### src/design/sar_seq_pkg.sv
// constants, register map and carrier types of the 8-bit converter sequencer
// ****************************************************************
// Summary of operation
// - converter, hold and amplifier run only when enabled
// - disabled means shutdown, no conversions at all
// - eight channels chosen by channel select register
// - amplifier gain settable to 0.5, 1, 2 or 4
// - reset leaves gain field at 0.5 setting
// - conversion clock is system clock over divider+1
// - exactly one start source, picked by source field
// - busy bit high for the whole conversion
// - busy falling sets done flag, may request interrupt
// - finished conversion result goes to result register
// - track mode 0 tracks continuously except converting
// - track mode 1 tracks three conversion clocks first
// - low-power external start: track while low, rise converts
// - chip standby or sleep may shut tracking down
// - source codes 000,001,010,011 and 1xx companion
// - gain codes 00=0.5, 01=1, 10=2, 11=4
// ****************************************************************
package sar_seq_pkg;

    // ****************************************************************
    // register map
    // ****************************************************************
    localparam logic [7:0] ADDR_CONTROL = 8'hAA;
    localparam logic [7:0] ADDR_CONFIG = 8'hAB;
    localparam logic [7:0] ADDR_CHANNEL = 8'hAC;
    localparam logic [7:0] ADDR_RESULT = 8'hAD;

    // control register field positions
    localparam int CTL_ENABLE_BIT = 7;
    localparam int CTL_TRACK_BIT = 6;
    localparam int CTL_DONE_BIT = 5;
    localparam int CTL_BUSY_BIT = 4;
    localparam int CTL_SRC_LSB = 1;

    // config register field positions
    localparam int CFG_DIV_LSB = 3;
    localparam int CFG_GAIN_LSB = 0;

    // reset values
    localparam logic [7:0] CONTROL_RESET = 8'h00;
    localparam logic [4:0] DIV_RESET = 5'h1F;
    localparam logic [1:0] GAIN_RESET = 2'h0;
    localparam logic [2:0] CHANNEL_RESET = 3'h0;

    // start source encodings
    localparam logic [2:0] SRC_BUSY_WRITE = 3'h0;
    localparam logic [2:0] SRC_TIMER3 = 3'h1;
    localparam logic [2:0] SRC_EXT_PIN = 3'h2;
    localparam logic [2:0] SRC_TIMER2 = 3'h3;

    // gain encodings
    localparam logic [1:0] GAIN_HALF = 2'h0;
    localparam logic [1:0] GAIN_ONE = 2'h1;
    localparam logic [1:0] GAIN_TWO = 2'h2;
    localparam logic [1:0] GAIN_FOUR = 2'h3;

    // ****************************************************************
    // timing
    // ****************************************************************
    localparam logic [4:0] TRACK_SAR_CLKS = 5'h03;
    localparam logic [4:0] CONV_SAR_CLKS = 5'h08;
    localparam int SYS_CLK_HZ = 125000000;
    localparam int SAR_MAX_HZ = 6000000;
    // smallest legal divider value keeping the conversion clock in range
    localparam int DIV_MIN =
        (SYS_CLK_HZ + SAR_MAX_HZ - 1) / SAR_MAX_HZ - 1;

    // ****************************************************************
    // carrier types
    // ****************************************************************
    typedef struct packed {
        logic enable;
        logic track_mode;
        logic [2:0] source;
    } control_s;

    typedef struct packed {
        logic [4:0] divider;
        logic [1:0] gain;
    } config_s;

    typedef struct packed {
        logic power_on;
        logic track;
        logic convert;
        logic sar_tick;
        logic [2:0] channel;
        logic [1:0] gain;
    } analog_ctl_s;

    typedef enum logic [1:0] {
        ST_IDLE = 2'b00,
        ST_TRACK = 2'b01,
        ST_CONV = 2'b10
    } seq_state_e;

endpackage
### src/design/sar_adc_sequencer_8bit.sv
// control, clocking and register logic of the 8-bit converter subsystem
`timescale 1ns/100ps
module sar_adc_sequencer_8bit #(
    parameter logic [4:0] CONV_CLKS = sar_seq_pkg::CONV_SAR_CLKS
) (
    input wire logic ref_clk, // system clock, 125 MHz
    input wire logic rst, // synchronous reset, active high
    input wire logic clk_en, // freezes all state while low
    input wire logic [7:0] reg_addr, // register address
    input wire logic [7:0] reg_wdata, // register write data
    input wire logic reg_wr, // write strobe
    input wire logic reg_rd, // read strobe
    output logic [7:0] reg_rdata, // read data, cycle after strobe
    input wire logic timer3_overflow, // one-cycle pulse
    input wire logic timer2_overflow, // one-cycle pulse
    input wire logic companion_busy_write, // companion busy set pulse
    input wire logic external_convert_start, // asynchronous pin
    input wire logic chip_low_power, // standby or sleep level
    input wire logic irq_enable, // completion interrupt enable
    input wire logic [7:0] core_data, // sar result from analog core
    output sar_seq_pkg::analog_ctl_s analog_ctl, // analog core controls
    output logic conversion_busy_bit, // busy status
    output logic conversion_done_flag, // sticky completion flag
    output logic irq_request // one-cycle interrupt request
);

    // ****************************************************************
    // register state
    // ****************************************************************
    sar_seq_pkg::control_s ctl_r, ctl_nxt;
    sar_seq_pkg::config_s cfg_r, cfg_nxt;
    logic [2:0] channel_r, channel_nxt;
    logic [7:0] result_r, result_nxt;
    logic done_r, done_nxt;
    logic [7:0] rdata_r, rdata_nxt;
    logic irq_r, irq_nxt;

    // ****************************************************************
    // sequencer state
    // ****************************************************************
    sar_seq_pkg::seq_state_e state_r, state_nxt;
    logic [4:0] div_cnt_r, div_cnt_nxt;
    logic [4:0] tick_cnt_r, tick_cnt_nxt;
    logic ext_s1_r, ext_s2_r, ext_s3_r;

    logic wr_ctl;
    logic busy;
    logic sar_tick;
    logic ext_rise;
    logic trigger;
    logic finish;

    assign wr_ctl = reg_wr && reg_addr == sar_seq_pkg::ADDR_CONTROL;
    assign busy = state_r != sar_seq_pkg::ST_IDLE;
    assign sar_tick = div_cnt_r == cfg_r.divider;
    // the first stage feeds only the second; edges look at stages 2 and 3
    assign ext_rise = ext_s2_r && !ext_s3_r;
    assign finish = state_r == sar_seq_pkg::ST_CONV && sar_tick
        && tick_cnt_r == CONV_CLKS - 5'h01;

    // ****************************************************************
    // start source selection
    // ****************************************************************
    always_comb begin
        if (ctl_r.source[2]) begin
            trigger = companion_busy_write;
        end else begin
            unique case (ctl_r.source)
                sar_seq_pkg::SRC_BUSY_WRITE:
                    trigger = wr_ctl
                        && reg_wdata[sar_seq_pkg::CTL_BUSY_BIT];
                sar_seq_pkg::SRC_TIMER3: trigger = timer3_overflow;
                sar_seq_pkg::SRC_EXT_PIN: trigger = ext_rise;
                sar_seq_pkg::SRC_TIMER2: trigger = timer2_overflow;
                default: trigger = 1'b0;
            endcase
        end
    end

    // ****************************************************************
    // sequencer
    // ****************************************************************
    always_comb begin
        state_nxt = state_r;
        tick_cnt_nxt = tick_cnt_r;
        div_cnt_nxt = sar_tick ? 5'h00 : div_cnt_r + 5'h01;
        unique case (state_r)
            sar_seq_pkg::ST_IDLE: begin
                // restarting the divider aligns the first tick to the start
                if (trigger) begin
                    div_cnt_nxt = 5'h00;
                    tick_cnt_nxt = 5'h00;
                    if (ctl_r.track_mode
                        && ctl_r.source != sar_seq_pkg::SRC_EXT_PIN) begin
                        state_nxt = sar_seq_pkg::ST_TRACK;
                    end else begin
                        state_nxt = sar_seq_pkg::ST_CONV;
                    end
                end
            end
            sar_seq_pkg::ST_TRACK: begin
                if (sar_tick) begin
                    tick_cnt_nxt = tick_cnt_r + 5'h01;
                    if (tick_cnt_r ==
                        sar_seq_pkg::TRACK_SAR_CLKS - 5'h01) begin
                        tick_cnt_nxt = 5'h00;
                        state_nxt = sar_seq_pkg::ST_CONV;
                    end
                end
            end
            sar_seq_pkg::ST_CONV: begin
                // further triggers are not looked at until idle again
                if (sar_tick) begin
                    tick_cnt_nxt = tick_cnt_r + 5'h01;
                end
                if (finish) begin
                    state_nxt = sar_seq_pkg::ST_IDLE;
                end
            end
            default: state_nxt = sar_seq_pkg::ST_IDLE;
        endcase
        // disabling aborts any conversion and parks the sequencer
        if (!ctl_r.enable) begin
            state_nxt = sar_seq_pkg::ST_IDLE;
            div_cnt_nxt = 5'h00;
            tick_cnt_nxt = 5'h00;
        end
    end

    always_ff @(posedge ref_clk) begin
        if (rst) begin
            state_r <= sar_seq_pkg::ST_IDLE;
            div_cnt_r <= 5'h00;
            tick_cnt_r <= 5'h00;
            ext_s1_r <= 1'b0;
            ext_s2_r <= 1'b0;
            ext_s3_r <= 1'b0;
        end else if (clk_en) begin
            state_r <= state_nxt;
            div_cnt_r <= div_cnt_nxt;
            tick_cnt_r <= tick_cnt_nxt;
            ext_s1_r <= external_convert_start;
            ext_s2_r <= ext_s1_r;
            ext_s3_r <= ext_s2_r;
        end
    end

    // ****************************************************************
    // registers and read port
    // ****************************************************************
    always_comb begin
        ctl_nxt = ctl_r;
        cfg_nxt = cfg_r;
        channel_nxt = channel_r;
        result_nxt = result_r;
        done_nxt = done_r;
        rdata_nxt = 8'h00;
        irq_nxt = 1'b0;
        if (wr_ctl) begin
            ctl_nxt.enable = reg_wdata[sar_seq_pkg::CTL_ENABLE_BIT];
            ctl_nxt.track_mode = reg_wdata[sar_seq_pkg::CTL_TRACK_BIT];
            ctl_nxt.source = reg_wdata[sar_seq_pkg::CTL_SRC_LSB +: 3];
            done_nxt = reg_wdata[sar_seq_pkg::CTL_DONE_BIT];
        end
        if (reg_wr && reg_addr == sar_seq_pkg::ADDR_CONFIG) begin
            cfg_nxt.divider = reg_wdata[sar_seq_pkg::CFG_DIV_LSB +: 5];
            cfg_nxt.gain = reg_wdata[sar_seq_pkg::CFG_GAIN_LSB +: 2];
        end
        if (reg_wr && reg_addr == sar_seq_pkg::ADDR_CHANNEL) begin
            channel_nxt = reg_wdata[2:0];
        end
        // completion beats a same-cycle software clear
        if (finish) begin
            result_nxt = core_data;
            done_nxt = 1'b1;
            irq_nxt = irq_enable;
        end
        if (reg_rd) begin
            unique case (reg_addr)
                sar_seq_pkg::ADDR_CONTROL:
                    rdata_nxt = {ctl_r.enable, ctl_r.track_mode, done_r,
                        busy, ctl_r.source, 1'b0};
                sar_seq_pkg::ADDR_CONFIG:
                    rdata_nxt = {cfg_r.divider, 1'b0, cfg_r.gain};
                sar_seq_pkg::ADDR_CHANNEL:
                    rdata_nxt = {5'h00, channel_r};
                sar_seq_pkg::ADDR_RESULT: rdata_nxt = result_r;
                default: rdata_nxt = 8'h00;
            endcase
        end
    end

    always_ff @(posedge ref_clk) begin
        if (rst) begin
            ctl_r <= sar_seq_pkg::CONTROL_RESET[7:3];
            cfg_r.divider <= sar_seq_pkg::DIV_RESET;
            cfg_r.gain <= sar_seq_pkg::GAIN_RESET;
            channel_r <= sar_seq_pkg::CHANNEL_RESET;
            result_r <= 8'h00;
            done_r <= 1'b0;
            rdata_r <= 8'h00;
            irq_r <= 1'b0;
        end else if (clk_en) begin
            ctl_r <= ctl_nxt;
            cfg_r <= cfg_nxt;
            channel_r <= channel_nxt;
            result_r <= result_nxt;
            done_r <= done_nxt;
            rdata_r <= rdata_nxt;
            irq_r <= irq_nxt;
        end
    end

    // ****************************************************************
    // analog core controls
    // ****************************************************************
    always_comb begin
        analog_ctl.power_on = ctl_r.enable;
        analog_ctl.convert = state_r == sar_seq_pkg::ST_CONV;
        analog_ctl.sar_tick = sar_tick && busy;
        analog_ctl.channel = channel_r;
        analog_ctl.gain = cfg_r.gain;
        if (!ctl_r.enable || chip_low_power) begin
            analog_ctl.track = 1'b0;
        end else if (!ctl_r.track_mode) begin
            analog_ctl.track = !busy;
        end else if (ctl_r.source == sar_seq_pkg::SRC_EXT_PIN) begin
            analog_ctl.track = !busy && !ext_s2_r;
        end else begin
            analog_ctl.track = state_r == sar_seq_pkg::ST_TRACK;
        end
    end

    assign reg_rdata = rdata_r;
    assign conversion_busy_bit = busy;
    assign conversion_done_flag = done_r;
    assign irq_request = irq_r;

endmodule

### config.mk
export PLATFORM = sky130hd
export DESIGN_NAME = sar_adc_sequencer_8bit
export DESIGN_NICKNAME = d
export VERILOG_FILES = /design/src/design/sar_seq_pkg.sv /design/src/design/sar_adc_sequencer_8bit.sv
export SDC_FILE = /design/constraint.sdc
export NUM_CORES = 1
export LEC_CHECK = 0
export BUFFER_PORTS_ARGS = -buffer_cell sky130_fd_sc_hd__clkbuf_2
export CAP_MARGIN = 10
export CORE_ASPECT_RATIO = 0.75
export CORE_UTILIZATION = 58
export CTS_CLUSTER_SIZE = 24
export DETAILED_ROUTE_END_ITERATION = 8
export GPL_ROUTABILITY_DRIVEN = 0
export GPL_TIMING_DRIVEN = 0
export PLACE_DENSITY_LB_ADDON = 0.25
export SETUP_SLACK_MARGIN = 0.05
export SLEW_MARGIN = 20
export SYNTH_ARGS = -nofsm -noshare
export SYNTH_HDL_FRONTEND = slang
export SYNTH_SLANG_ARGS = --single-unit
### constraint.sdc
create_clock -name ref_clk -period 5.6 [get_ports ref_clk]
set_input_delay 0.56 -clock ref_clk [delete_from_list [all_inputs] [get_ports ref_clk]]
set_output_delay 0.56 -clock ref_clk [all_outputs]
set_load 0.02 [all_outputs]
==> out/metrics.sh, run 1 <==
FLOORPLAN.DIE.HEIGHT_UM=59.2
OUTCOME='completed'
POST_SYNTH_INSTANCE_AREA_UM2=2530
SYNTH_SEQ_CELLS=48
TOTAL_INSERTED_ANTENNA_CELLS=0
IO_PINS=55
WORST_EP_ARRIVAL_TIME_NS=1.84
HOLDCRITPATHCLASS='primary input to flop'
DETAIL_ROUTE.WL_PER_CELL_UM=15.4
PLACEMENT.IO_BUFFERS=52
POST_CTS_HOLD_BUFFER_COUNT=0
VIAS=2338
CTS.REPAIR.RESIZED=0
TRITONCTS='built'
SETUP_TOTAL_NEGATIVE_SLACK_NS=0
TOTAL_ROUTING_USAGE_REPORTED_BY_GLOBAL_ROUTING_PCT=28.6
STDCELL_COUNT=401
SYNTH_EDF_COUNT=0
MAPPED_NETS=327
DETAIL_ROUTE.DRC_VIOLATIONS=0
GRT_REMAINING_OVERFLOW=0
PORTION_OF_SYNTHESIZED_CELL_AREA_OCCUPIED_BY_THE_LEADING_CELL_TYPE_PCT=38.0
DESIGN.CORE.AREA_UM2=4100
SYNTH_AREA_PER_CELL_UM2=8.84
UNREPAIRED_SETUP_ENDPOINTS_AFTER_GLOBAL_ROUTING='false'
PLACED_CELLS=393
POST_SYNTH_MOST_FREQUENT_CELLS='sky130_fd_sc_hd__dfxtp_1 (48), sky130_fd_sc_hd__nand2_1 (29), sky130_fd_sc_hd__nor2_1 (26), sky130_fd_sc_hd__mux2i_1 (23)'
R2R.WORST_PATH.CELLS=6
WORST-SETUP-PATH-TYPE='flop to primary output'
YOSYSWARNINGS=0
DRT_PRE_ANTENNA_ITERS=4
CTS_BUFFERS=5
YS_SEQ_AREA_SHARE_PCT=38.0
CLOCK_SINKS=48
DIE_W_UM=78.2
FINAL-MAX-SLEW-VIOLATION-COUNT=0
DETAILED_PLACE_HPWL_UM=4630
FIN_CRIT_SH_PCT=42.9
GRT_START_MAX_NET_PINS=16
CRITICAL_PATH.MAX_FANOUT=6
START_UTIL_PCT=61.6
WORST_IR_DROP_VDD_V=0.000173
CRITICAL_PATH.STARTPOINT_TYPE='flop'
SETUP_VIOL_COUNT_FINAL=0
CRITICAL_PATH_RT_NS=5.04
WORST_SETUP_PATH_STARTPOINT='ctl_r[1]$_SDFFE_PP0P_'
CLK_PATH_BUF_DEPTH=2
POWER.DENSITY_CELL_AREA_nW_PER_UM2=215
VIAS_PER_CELL=5.83
WORST_SETUP_HOLD_PATH_CLK_SLEW_NS=0.09
GRT_FIRST_PASS_WIRELENGTH_UM=10100
SYNTH.MOST_COMMON_CELL='sky130_fd_sc_hd__dfxtp_1'
WORSTREG2REGEND='div_cnt_r[4]$_SDFFE_PP0P_'
SYNTH.DISTINCT_CELLS=54
R2R-START='ctl_r[1]$_SDFFE_PP0P_'
WORST-SLEW-PIN-TRANSITION_NS=0.724
YOSYS_MOST_USED_DFF='sky130_fd_sc_hd__dfxtp_1'
SYNTH-ASYNC-RESET-RATIO_PCT=0
WORSTSETUPPATHDEPTH=5
NUMBER_OF_LEVELS_THE_H_TREE_WAS_SPLIT_INTO=2
POST-PLACE-WS_NS=3.27
FINALNETCOUNT=386
FF2FF_SETUP_SLACK_NS=3.47
POSTCTSSETUPBUFFERS=0
AREAGROWTHSYNTHTOFINISH_PCT=17.4
TOTAL_LEAKAGE_POWER_nW=1.18
DESIGN_AREA_UM2=2970
PATH_CELLS='or3b_2, o21ai_0, a2bb2oi_1, nor3b_1, clkbuf_2'
FP-ROW-COUNT=20
TOTAL_POWER_mW=0.638
CRITPATHSLOWESTCELL='sky130_fd_sc_hd__or3b_2'
SETUP.WORST_PATH.END='analog_ctl[7]'
DIE_FOOTPRINT_UM2=4630
CRITICAL_PATH.N_BUFFERS_INVERTERS=1
CRITICAL-PATH-MAX-STAGE-DELAY_NS=0.47
DRIVE_GT1_SHARE_PCT=24.9
FINALWORSTPATHREQUIREDPERIOD_NS=2.40
FINAL_HOLD_VIOS=0
MAX_CLOCK_FREQ_GHz=0.417
YOSYSTOPAREACELL='sky130_fd_sc_hd__dfxtp_1'
ROUTE.ANTENNA.REMAINING_NETS=0
INSERTION_DELAY_NS=0.31
ROUTED_WIRELENGTH_UM=6160
GRT_ANTENNA_BEFORE_REPAIR=0
NETLIST_TOP_CELLS_AREA='sky130_fd_sc_hd__dfxtp_1 (38%), sky130_fd_sc_hd__mux2i_1 (9.1%), sky130_fd_sc_hd__nand2_1 (4.3%)'
PLACE_AREA_UM2=2860
SLEW-LIMIT-HEADROOM_PCT=51.5
CP-END-KIND='primary output'
SYN-INSTANCE-COUNT=286
FINALCLOCKSKEW_NS=0.00438
CLK_ROOT_BUFFER_CELL='sky130_fd_sc_hd__clkbuf_8'
POST-ROUTE-WORST-SETUP-SLACK_NS=3.20
CAP_VIOLATIONS=0
DRT-INITIAL-DRC-COUNT=127
CRITPATHTOPFAMILY='simple AND/OR/NAND/NOR gates'
FIRST_GLOBAL_VIAS=2195
==> layout make-up <==
| cell class | instances | area [um2] |
|---|---|---|
| multi-input combinational | 212 | 1420 |
| fill | 338 | 1140 |
| sequential | 48 | 961 |
| timing repair buffer | 52 | 260 |
| buffer | 19 | 116 |
| clock buffer | 5 | 68.8 |
| tap | 55 | 68.8 |
| clock inverter | 3 | 42.5 |
| inverter | 7 | 26.3 |
==> logic make-up after synthesis <==
kind of cell               share of synthesized area [%]
AOI/OAI and AO/OA                                   15.9
xor gates and xnor gates                            1.73
DFF                                                 38.0
muxes                                               9.55
adders and majority gates                           2.97
and+or+nand+nor                                     26.1
buffers and inverters                               5.64
==> how the worst min path moves through the flow <==
stage,from,endpoint,depth (start not counted)
3_3_place_gp,irq_request$_SDFFE_PP0P_,irq_request$_SDFFE_PP0P_,2
4_1_cts,core_data[2],result_r[2]$_SDFFE_PP0P_,3
3_5_place_dp,reg_rdata[1]$_SDFFE_PP0P_,reg_rdata[1]$_SDFFE_PP0P_,2
5_1_grt,core_data[2],result_r[2]$_SDFFE_PP0P_,3
2_1_floorplan,analog_ctl[1]$_SDFFE_PP0P_,analog_ctl[1]$_SDFFE_PP0P_,2
6_report,core_data[2],result_r[2]$_SDFFE_PP0P_,3
==> layout by cell type, fill, tap and decap left out, types with 4 or more instances in the layout <==
| cell | Yosys | layout |
|---|---|---|
| sky130_fd_sc_hd__nand2b_1 | 5 | 5 |
| sky130_fd_sc_hd__clkbuf_2 | 0 | 52 |
| sky130_fd_sc_hd__inv_1 | 7 | 7 |
| sky130_fd_sc_hd__o21ai_0 | 15 | 15 |
| sky130_fd_sc_hd__clkbuf_1 | 9 | 9 |
| sky130_fd_sc_hd__dfxtp_1 | 48 | 48 |
| sky130_fd_sc_hd__ha_1 | 6 | 6 |
| sky130_fd_sc_hd__a21oi_1 | 16 | 16 |
| sky130_fd_sc_hd__or4_1 | 4 | 4 |
| sky130_fd_sc_hd__xnor2_1 | 5 | 5 |
| sky130_fd_sc_hd__nor2_1 | 26 | 26 |
| sky130_fd_sc_hd__mux2i_1 | 23 | 23 |
| sky130_fd_sc_hd__clkbuf_8 | 0 | 5 |
| sky130_fd_sc_hd__a22o_1 | 9 | 9 |
| sky130_fd_sc_hd__nand3b_1 | 7 | 7 |
| sky130_fd_sc_hd__nand2_1 | 29 | 29 |
| sky130_fd_sc_hd__nand3_1 | 16 | 16 |
==> state kept, by name (all words and copies together), names as in the netlist, 2 cells and up <==
signal      cells
cfg_r           5
ctl_r           4
analog_ctl      3
tick_cnt_r      5
result_r        8
state_r         2
div_cnt_r       5
channel_r       3
reg_rdata       8
==> through the flow <==
step                utilization, %  hold WS [ns]
floorplan                        -         0.449
global placement              69.6         0.458
detailed placement            69.6         0.468
CTS                           72.3         0.483
global route                  72.3         0.503
finish                        72.3         0.481
==> tightest hold or removal path: cells and delay by family <==
| family | cells | cell delay, ns |
|---|---|---|
| AND/OR/NAND/NOR | 1 | 0.07 |
| buffers and inverters | 1 | 0.07 |
| multiplexers | 1 | 0.05 |
==> where the power goes <==
group          total (mW)  internal [mW]  switching (mW)
clock network       0.253          0.132           0.121
logic              0.0422         0.0186          0.0236
registers           0.343          0.342        0.000632
total               0.638          0.493           0.145
==> routing by layer <==
| metal | share of wire [%] | wire length (um) | global-route usage (%) |
|---|---|---|---|
| met1 | 46 | 2810 | 39.5 |
| met2 | 44 | 2710 | 45.2 |
| met3 | 8.6 | 529 | 5.08 |
| met4 | 1.8 | 108 | 10.3 |
| met5 | 0 | 0 | 0 |
Note: power is estimated with default switching activity, not from simulation.
==> inputs of run 2 (changes only) <==
- CORE_UTILIZATION: 58 -> 49
- clock period: 5.6 -> 2.08 ns (I/O delays scaled with it)
==> run 2 against run 1 <==
Effect of this change:
- the run now ends with design-rule violations left
- count of clock-buffer cells in the layout rose by 1
- non-clock buffer count increased by 11
- via count grew 0.17%
- largest power group unchanged
==> out/metrics.sh, run 2 (synthesized netlist as in run 1, its figures left out) <==
IO_PINS=55
FLOORPLAN.DIE.HEIGHT_UM=64.2
WORST_SETUP_HOLD_PATH_CLK_SLEW_NS=0.09
DETAIL_ROUTE.WL_PER_CELL_UM=15.2
CAP_VIOLATIONS=0
R2R-START='ctl_r[1]$_SDFFE_PP0P_'
NUMBER_OF_LEVELS_THE_H_TREE_WAS_SPLIT_INTO=2
DIE_W_UM=84.9
DESIGN_AREA_UM2=3110
GRT_ANTENNA_BEFORE_REPAIR=0
TRITONCTS='built'
FP-ROW-COUNT=22
TOTAL_ROUTING_USAGE_REPORTED_BY_GLOBAL_ROUTING_PCT=24.3
DIE_FOOTPRINT_UM2=5450
MULTIINPUTGATEAREA_UM2=1480
FIRST_GLOBAL_VIAS=2130
OUTCOME='finished with violations'
AREAGROWTHSYNTHTOFINISH_PCT=22.9
POST_CTS_HOLD_BUFFER_COUNT=0
DETAILED_PLACE_HPWL_UM=4620
POWER.DENSITY_CELL_AREA_nW_PER_UM2=530
FINALCLOCKSKEW_NS=0.00620
DETAIL_ROUTE.DRC_VIOLATIONS=4
DRT-INITIAL-DRC-COUNT=213
MIN-DELAY-START='core_data[0]'
CRITICAL_PATH.STARTPOINT_TYPE='flop'
FINAL_CELL_MIX='sky130_fd_sc_hd__clkbuf_2 (51), sky130_fd_sc_hd__dfxtp_1 (44), sky130_fd_sc_hd__nand2_1 (28), sky130_fd_sc_hd__nor2_1 (26), sky130_fd_sc_hd__mux2i_1 (23)'
CLK_PATH_BUF_DEPTH=2
START_UTIL_PCT=51.3
WORST-SLEW-PIN-TRANSITION_NS=0.763
SETUP_VIOL_COUNT_FINAL=0
DESIGN.CORE.AREA_UM2=4930
FAILING_CHECKS='design-rule violations'
FIN_CRIT_SH_PCT=94.4
POST-ROUTE-WORST-SETUP-SLACK_NS=0.117
MOSTFREQUENTLAYOUTCELL='sky130_fd_sc_hd__clkbuf_2'
GRT_REMAINING_OVERFLOW=0
CTS_BUFFERS=5
WORST_IR_DROP_VDD_V=0.000360
HOLDCRITPATHCLASS='primary input to flop'
PLACE_AREA_UM2=2860
MAX_CLOCK_FREQ_GHz=0.509
LAYOUT.AREA.SEQ_UM2=968
CRITICAL_PATH.MAX_FANOUT=5
VIAS_PER_CELL=5.60
WORST-SETUP-PATH-TYPE='flop to primary output'
WORST_SETUP_PATH_STARTPOINT='ctl_r[2]$_SDFFE_PP0P_'
PLACEMENT.IO_BUFFERS=52
FINAL-MAX-SLEW-VIOLATION-COUNT=0
ROUTED_WIRELENGTH_UM=6360
VIAS=2342
CLOCK_SINKS=48
CP-END-KIND='primary output'
ROUTE.ANTENNA.REMAINING_NETS=0
POSTLAYOUTCOREUTIL_PCT=63.1
CLK_ROOT_BUFFER_CELL='sky130_fd_sc_hd__clkbuf_8'
WORST_EP_ARRIVAL_TIME_NS=1.76
FINALWORSTPATHREQUIREDPERIOD_NS=1.96
SLEW-LIMIT-HEADROOM_PCT=48.8
FINALNETCOUNT=398
POST-PLACE-WS_NS=-0.0373
GRT_FIRST_PASS_WIRELENGTH_UM=10100
DRT_PRE_ANTENNA_ITERS=7
CRITICAL_PATH_RT_NS=1.87
GRT_START_MAX_NET_PINS=16
FINAL_HOLD_VIOS=0
UNREPAIRED_SETUP_ENDPOINTS_AFTER_GLOBAL_ROUTING='true'
INSERTION_DELAY_NS=0.31
TOTAL_LEAKAGE_POWER_nW=1.26
DRIVE_GT1_SHARE_PCT=30.4
FILLCELLCOUNT=442
TOTAL_POWER_mW=1.65
HOLD_WS_NS=0.136
TOTAL_INSERTED_ANTENNA_CELLS=0
## run 2: changes by cell type in the layout (fill, tap and decap cells not counted), sizes merged
cell	change
buf	+12
bufinv	-1
clkinvlp	-1
inv	+1
nand3	+1
## run 2: power breakdown
group	leakage (nW)	internal (mW)	switching, mW	total [mW]
Clock	0.0516	0.272	0.334	0.606
Combinational	0.817	0.0530	0.0661	0.119
Sequential	0.389	0.919	0.00203	0.921
## run 2: final cells by class
type / instances / share of cell area, %
Buffer: 19 / 3.83
Clock buffer: 6 / 2.66
Clock inverter: 2 / 0.443
Inverter: 7 / 0.846
Multi-Input combinational cell: 213 / 47.5
Sequential cell: 48 / 31.2
Tap cell: 60 / 2.42
Timing Repair Buffer: 63 / 11.1
## run 2: final timing paths
path | to | slack, ns | cells after the start
max reg2reg | div_cnt_r[4]$_SDFFE_PP0P_ | 0.13 | 6
max | analog_ctl[7] | 0.12 | 5
min | result_r[0]$_SDFFE_PP0P_ | 0.14 | 3
min reg2reg | irq_request$_SDFFE_PP0P_ | 0.48 | 2
## run 2: stage by stage
step                      std cells  setup TNS, ns
after floorplan                 286              0
after global placement          398        -0.0232
after detailed placement        398        -0.0373
after CTS                       409              0
after global routing            418              0
final                           418              0
## run 2: critical path, cell delays in order, from the launching register on
cell,delay (ns)
sky130_fd_sc_hd__dfxtp_2,0.36
sky130_fd_sc_hd__or3b_2,0.50
sky130_fd_sc_hd__nand2_1,0.13
sky130_fd_sc_hd__a2bb2oi_1,0.23
sky130_fd_sc_hd__nor3b_2,0.07
sky130_fd_sc_hd__buf_4,0.16
## run 2: timing repair
action / 4_1_cts / 5_1_grt
pin swaps: 1 / 9
gates cloned: 1 / 0
setup buffers: 2 / 9
setup endpoints to repair: 15 / 19
gates resized for setup: 7 / 16
## run 2: layer usage
layer,up-vias,global-route usage [%],routed length (um)
met1,1093,35.1,3230
met5,-,0,0
li1,1165,-,-
met4,0,8.90,91
met2,74,35.4,2600
met3,10,5.17,439
==> inputs of run 3 (changes only) <==
- CELL_PAD_IN_SITES_DETAIL_PLACEMENT: not set -> 0
- CELL_PAD_IN_SITES_GLOBAL_PLACEMENT: not set -> 1
- CORE_UTILIZATION: 49 -> 36
==> run 3 against run 2 <==
Effect of this change:
- the flow now finishes without violations
- cell count increased by 5.7%
- worst setup slack worse by 0.032 ns
- critical path depth unchanged
- power is 1.6% lower
- non-clock buffer count is the same
- die area is 35% higher
- critical path type unchanged
- largest cell class unchanged
==> out/metrics.sh, run 3 (synthesized netlist as in run 1, its figures left out) <==
WORST-SETUP-PATH-TYPE='flop to primary output'
DESIGN_AREA_UM2=3210
DETAIL_ROUTE.DRC_VIOLATIONS=0
FINALWORSTPATHREQUIREDPERIOD_NS=2.00
START_UTIL_PCT=37.2
UNREPAIRED_SETUP_ENDPOINTS_AFTER_GLOBAL_ROUTING='true'
POST-PLACE-WS_NS=-0.102
CLK_ROOT_BUFFER_CELL='sky130_fd_sc_hd__clkbuf_8'
INSERTION_DELAY_NS=0.30
MIN_DELAY_PATH_DEPTH=3
CLOCK_SINKS=48
CRITICAL_PATH.STARTPOINT_TYPE='flop'
FINAL_CELL_MIX='sky130_fd_sc_hd__clkbuf_2 (51), sky130_fd_sc_hd__dfxtp_1 (40), sky130_fd_sc_hd__nand2_1 (26), sky130_fd_sc_hd__nor2_1 (26), sky130_fd_sc_hd__mux2i_1 (23)'
SETUP_VIOL_COUNT_FINAL=0
DETAILED_PLACE_HPWL_UM=4970
CTS_BUFFERS=5
NUMBER_OF_LEVELS_THE_H_TREE_WAS_SPLIT_INTO=2
POSTLAYOUTCOREUTIL_PCT=47.2
CLOCK_POWER_SHARE_PCT=35.9
MOSTFREQUENTLAYOUTCELL='sky130_fd_sc_hd__clkbuf_2'
P_COMB_SHARE_PCT=7.5
ROUTE.ANTENNA.REMAINING_NETS=0
FIRST_GLOBAL_VIAS=2087
GRT_FIRST_PASS_WIRELENGTH_UM=10900
MIN-DELAY-START='core_data[1]'
R2R-START='state_r[0]$_SDFFE_PP0P_'
ROUTED_WIRELENGTH_UM=6880
PLACEMENT.IO_BUFFERS=52
TOTAL_ROUTING_USAGE_REPORTED_BY_GLOBAL_ROUTING_PCT=19.1
FIN_CRIT_SH_PCT=95.9
FF2FF_SETUP_SLACK_NS=0.15
WORST_EP_ARRIVAL_TIME_NS=1.79
R2R.WORST_PATH.CELLS=9
FP-ROW-COUNT=26
FINALNETCOUNT=398
AREAGROWTHSYNTHTOFINISH_PCT=27.0
GLOBALROUTEMET1UTIL_PCT=29.5
MAX_CLOCK_FREQ_GHz=0.501
OUTCOME='completed'
CP-END-KIND='primary output'
TRITONCTS='built'
POST_CTS_HOLD_BUFFER_COUNT=0
DESIGN.CORE.AREA_UM2=6800
FLOORPLAN.DIE.HEIGHT_UM=74.6
IO_PINS=55
DIE_W_UM=98.8
GRT_START_MAX_NET_PINS=17
CAP_VIOLATIONS=0
GRT.BUSIEST_LAYER='met1'
VIAS_PER_CELL=5.35
TOTAL_LEAKAGE_POWER_nW=1.25
PATH_CELLS='or3b_2, o21ai_0, a2bb2oi_1, nor3b_1, buf_2'
FINAL_HOLD_VIOS=0
CRITICAL_PATH.MAX_FANOUT=6
WORST_IR_DROP_VDD_V=0.000283
FINALCLOCKSKEW_NS=0.00457
SLEW-LIMIT-HEADROOM_PCT=49.6
DRT-INITIAL-DRC-COUNT=150
PLACE_AREA_UM2=2890
NET-SWITCHING-POWER_mW=0.413
TOTAL_INSERTED_ANTENNA_CELLS=0
CRITICAL-PATH-MAX-STAGE-DELAY_NS=0.47
HOLD_WS_NS=0.136
DRT_PRE_ANTENNA_ITERS=4
INTERNAL_POWER_mW=1.21
GRT_ANTENNA_BEFORE_REPAIR=0
DRIVE_GT1_SHARE_PCT=34.4
GRTUSAGEMET2_PCT=27.9
GRT_REMAINING_OVERFLOW=0
DETAIL_ROUTE.WL_PER_CELL_UM=15.6
ENDPOINT_WITH_THE_WORST_HOLD_SLACK='result_r[1]$_SDFFE_PP0P_'
POWER.DENSITY_CELL_AREA_nW_PER_UM2=505
POWER_SWITCHING_SHARE_PCT=25.5
WORST-SLEW-PIN-TRANSITION_NS=0.751
HOLDCRITPATHCLASS='primary input to flop'
VIAS=2364
WORSTREG2REGEND='tick_cnt_r[4]$_SDFFE_PP0P_'
WORST_SETUP_HOLD_PATH_CLK_SLEW_NS=0.10
POWER_FRAC_SEQ_PCT=56.6
GRT_USE_MET3_PCT=3.29
CRITICAL_PATH_RT_NS=1.87
FINAL-MAX-SLEW-VIOLATION-COUNT=0
DIE_FOOTPRINT_UM2=7360
CLK_PATH_BUF_DEPTH=2
CRITPATHSLOWESTCELL='sky130_fd_sc_hd__or3b_2'
POST-ROUTE-WORST-SETUP-SLACK_NS=0.0848
[run 3: cell types whose count changed in the layout (fill, tap and decap cells not counted), sizes merged]
cell	delta
inv	-1
clkinvlp	+2
clkbuf	-1
[run 3: worst max path at each step]
stage                            startpoint                          to  slack, ns  depth (start not counted)
global placement      ctl_r[1]$_SDFFE_PP0P_   div_cnt_r[4]$_SDFFE_PP0P_      -0.09                          6
detailed placement    ctl_r[1]$_SDFFE_PP0P_   div_cnt_r[4]$_SDFFE_PP0P_      -0.10                          6
floorplan           state_r[0]$_SDFFE_PP0P_  tick_cnt_r[4]$_SDFFE_PP0P_       0.21                          9
CTS                   ctl_r[1]$_SDFFE_PP0P_   div_cnt_r[4]$_SDFFE_PP0P_       0.04                          6
global route          ctl_r[0]$_SDFFE_PP0P_  tick_cnt_r[4]$_SDFFE_PP0P_       0.03                          6
finish                ctl_r[1]$_SDFFE_PP0P_               analog_ctl[7]       0.08                          5
[run 3: metal layers]
metal	vias up	routed length [um]	share of wire [%]
met2	61	2940	43
met3	4	372	5.4
met5	-	0	0
met4	0	41	0.60
li1	1165	-	-
met1	1134	3530	51
[run 3: per-stage QoR]
stage | TNS, ns | instances | total power [mW]
after global routing | 0 | 442 | 1.69
final | 0 | 442 | 1.62
after detailed placement | -0.184 | 422 | 1.06
after global placement | -0.106 | 422 | 1.06
after floorplan | 0 | 286 | 1.00
after CTS | 0 | 432 | 1.64
[run 3: repair_timing]
item,CTS,global route
pin swaps,3,14
buffers inserted,1,10
cloned,1,0
endpoints found under the hold margin,0,0
resized for setup,8,35
endpoints found under the setup margin,15,19
[run 3: layout make-up]
cell class,instances,area [um2]
sequential,48,981
fill,676,3590
buffer,19,119
tap,84,105
multi-input combinational,213,1540
clock buffer,5,68.8
inverter,7,28.8
clock inverter,3,23.8
timing repair buffer,63,343
[run 3: critical path: cells and delay by family (launching register included)]
family	cells	cell delay, ns
flops	1	0.40
buf+inv	1	0.19
compound gates	2	0.26
simple gates	2	0.64
[run 3: power groups by stage]
stage                     clock, mW  sequential (mW)  combinational, mW
after floorplan                   0            0.943             0.0591
after global placement            0            0.944              0.116
after detailed placement          0            0.944              0.116
after CTS                     0.598            0.922              0.119
after global routing          0.637            0.918              0.133
final                         0.582            0.917              0.122
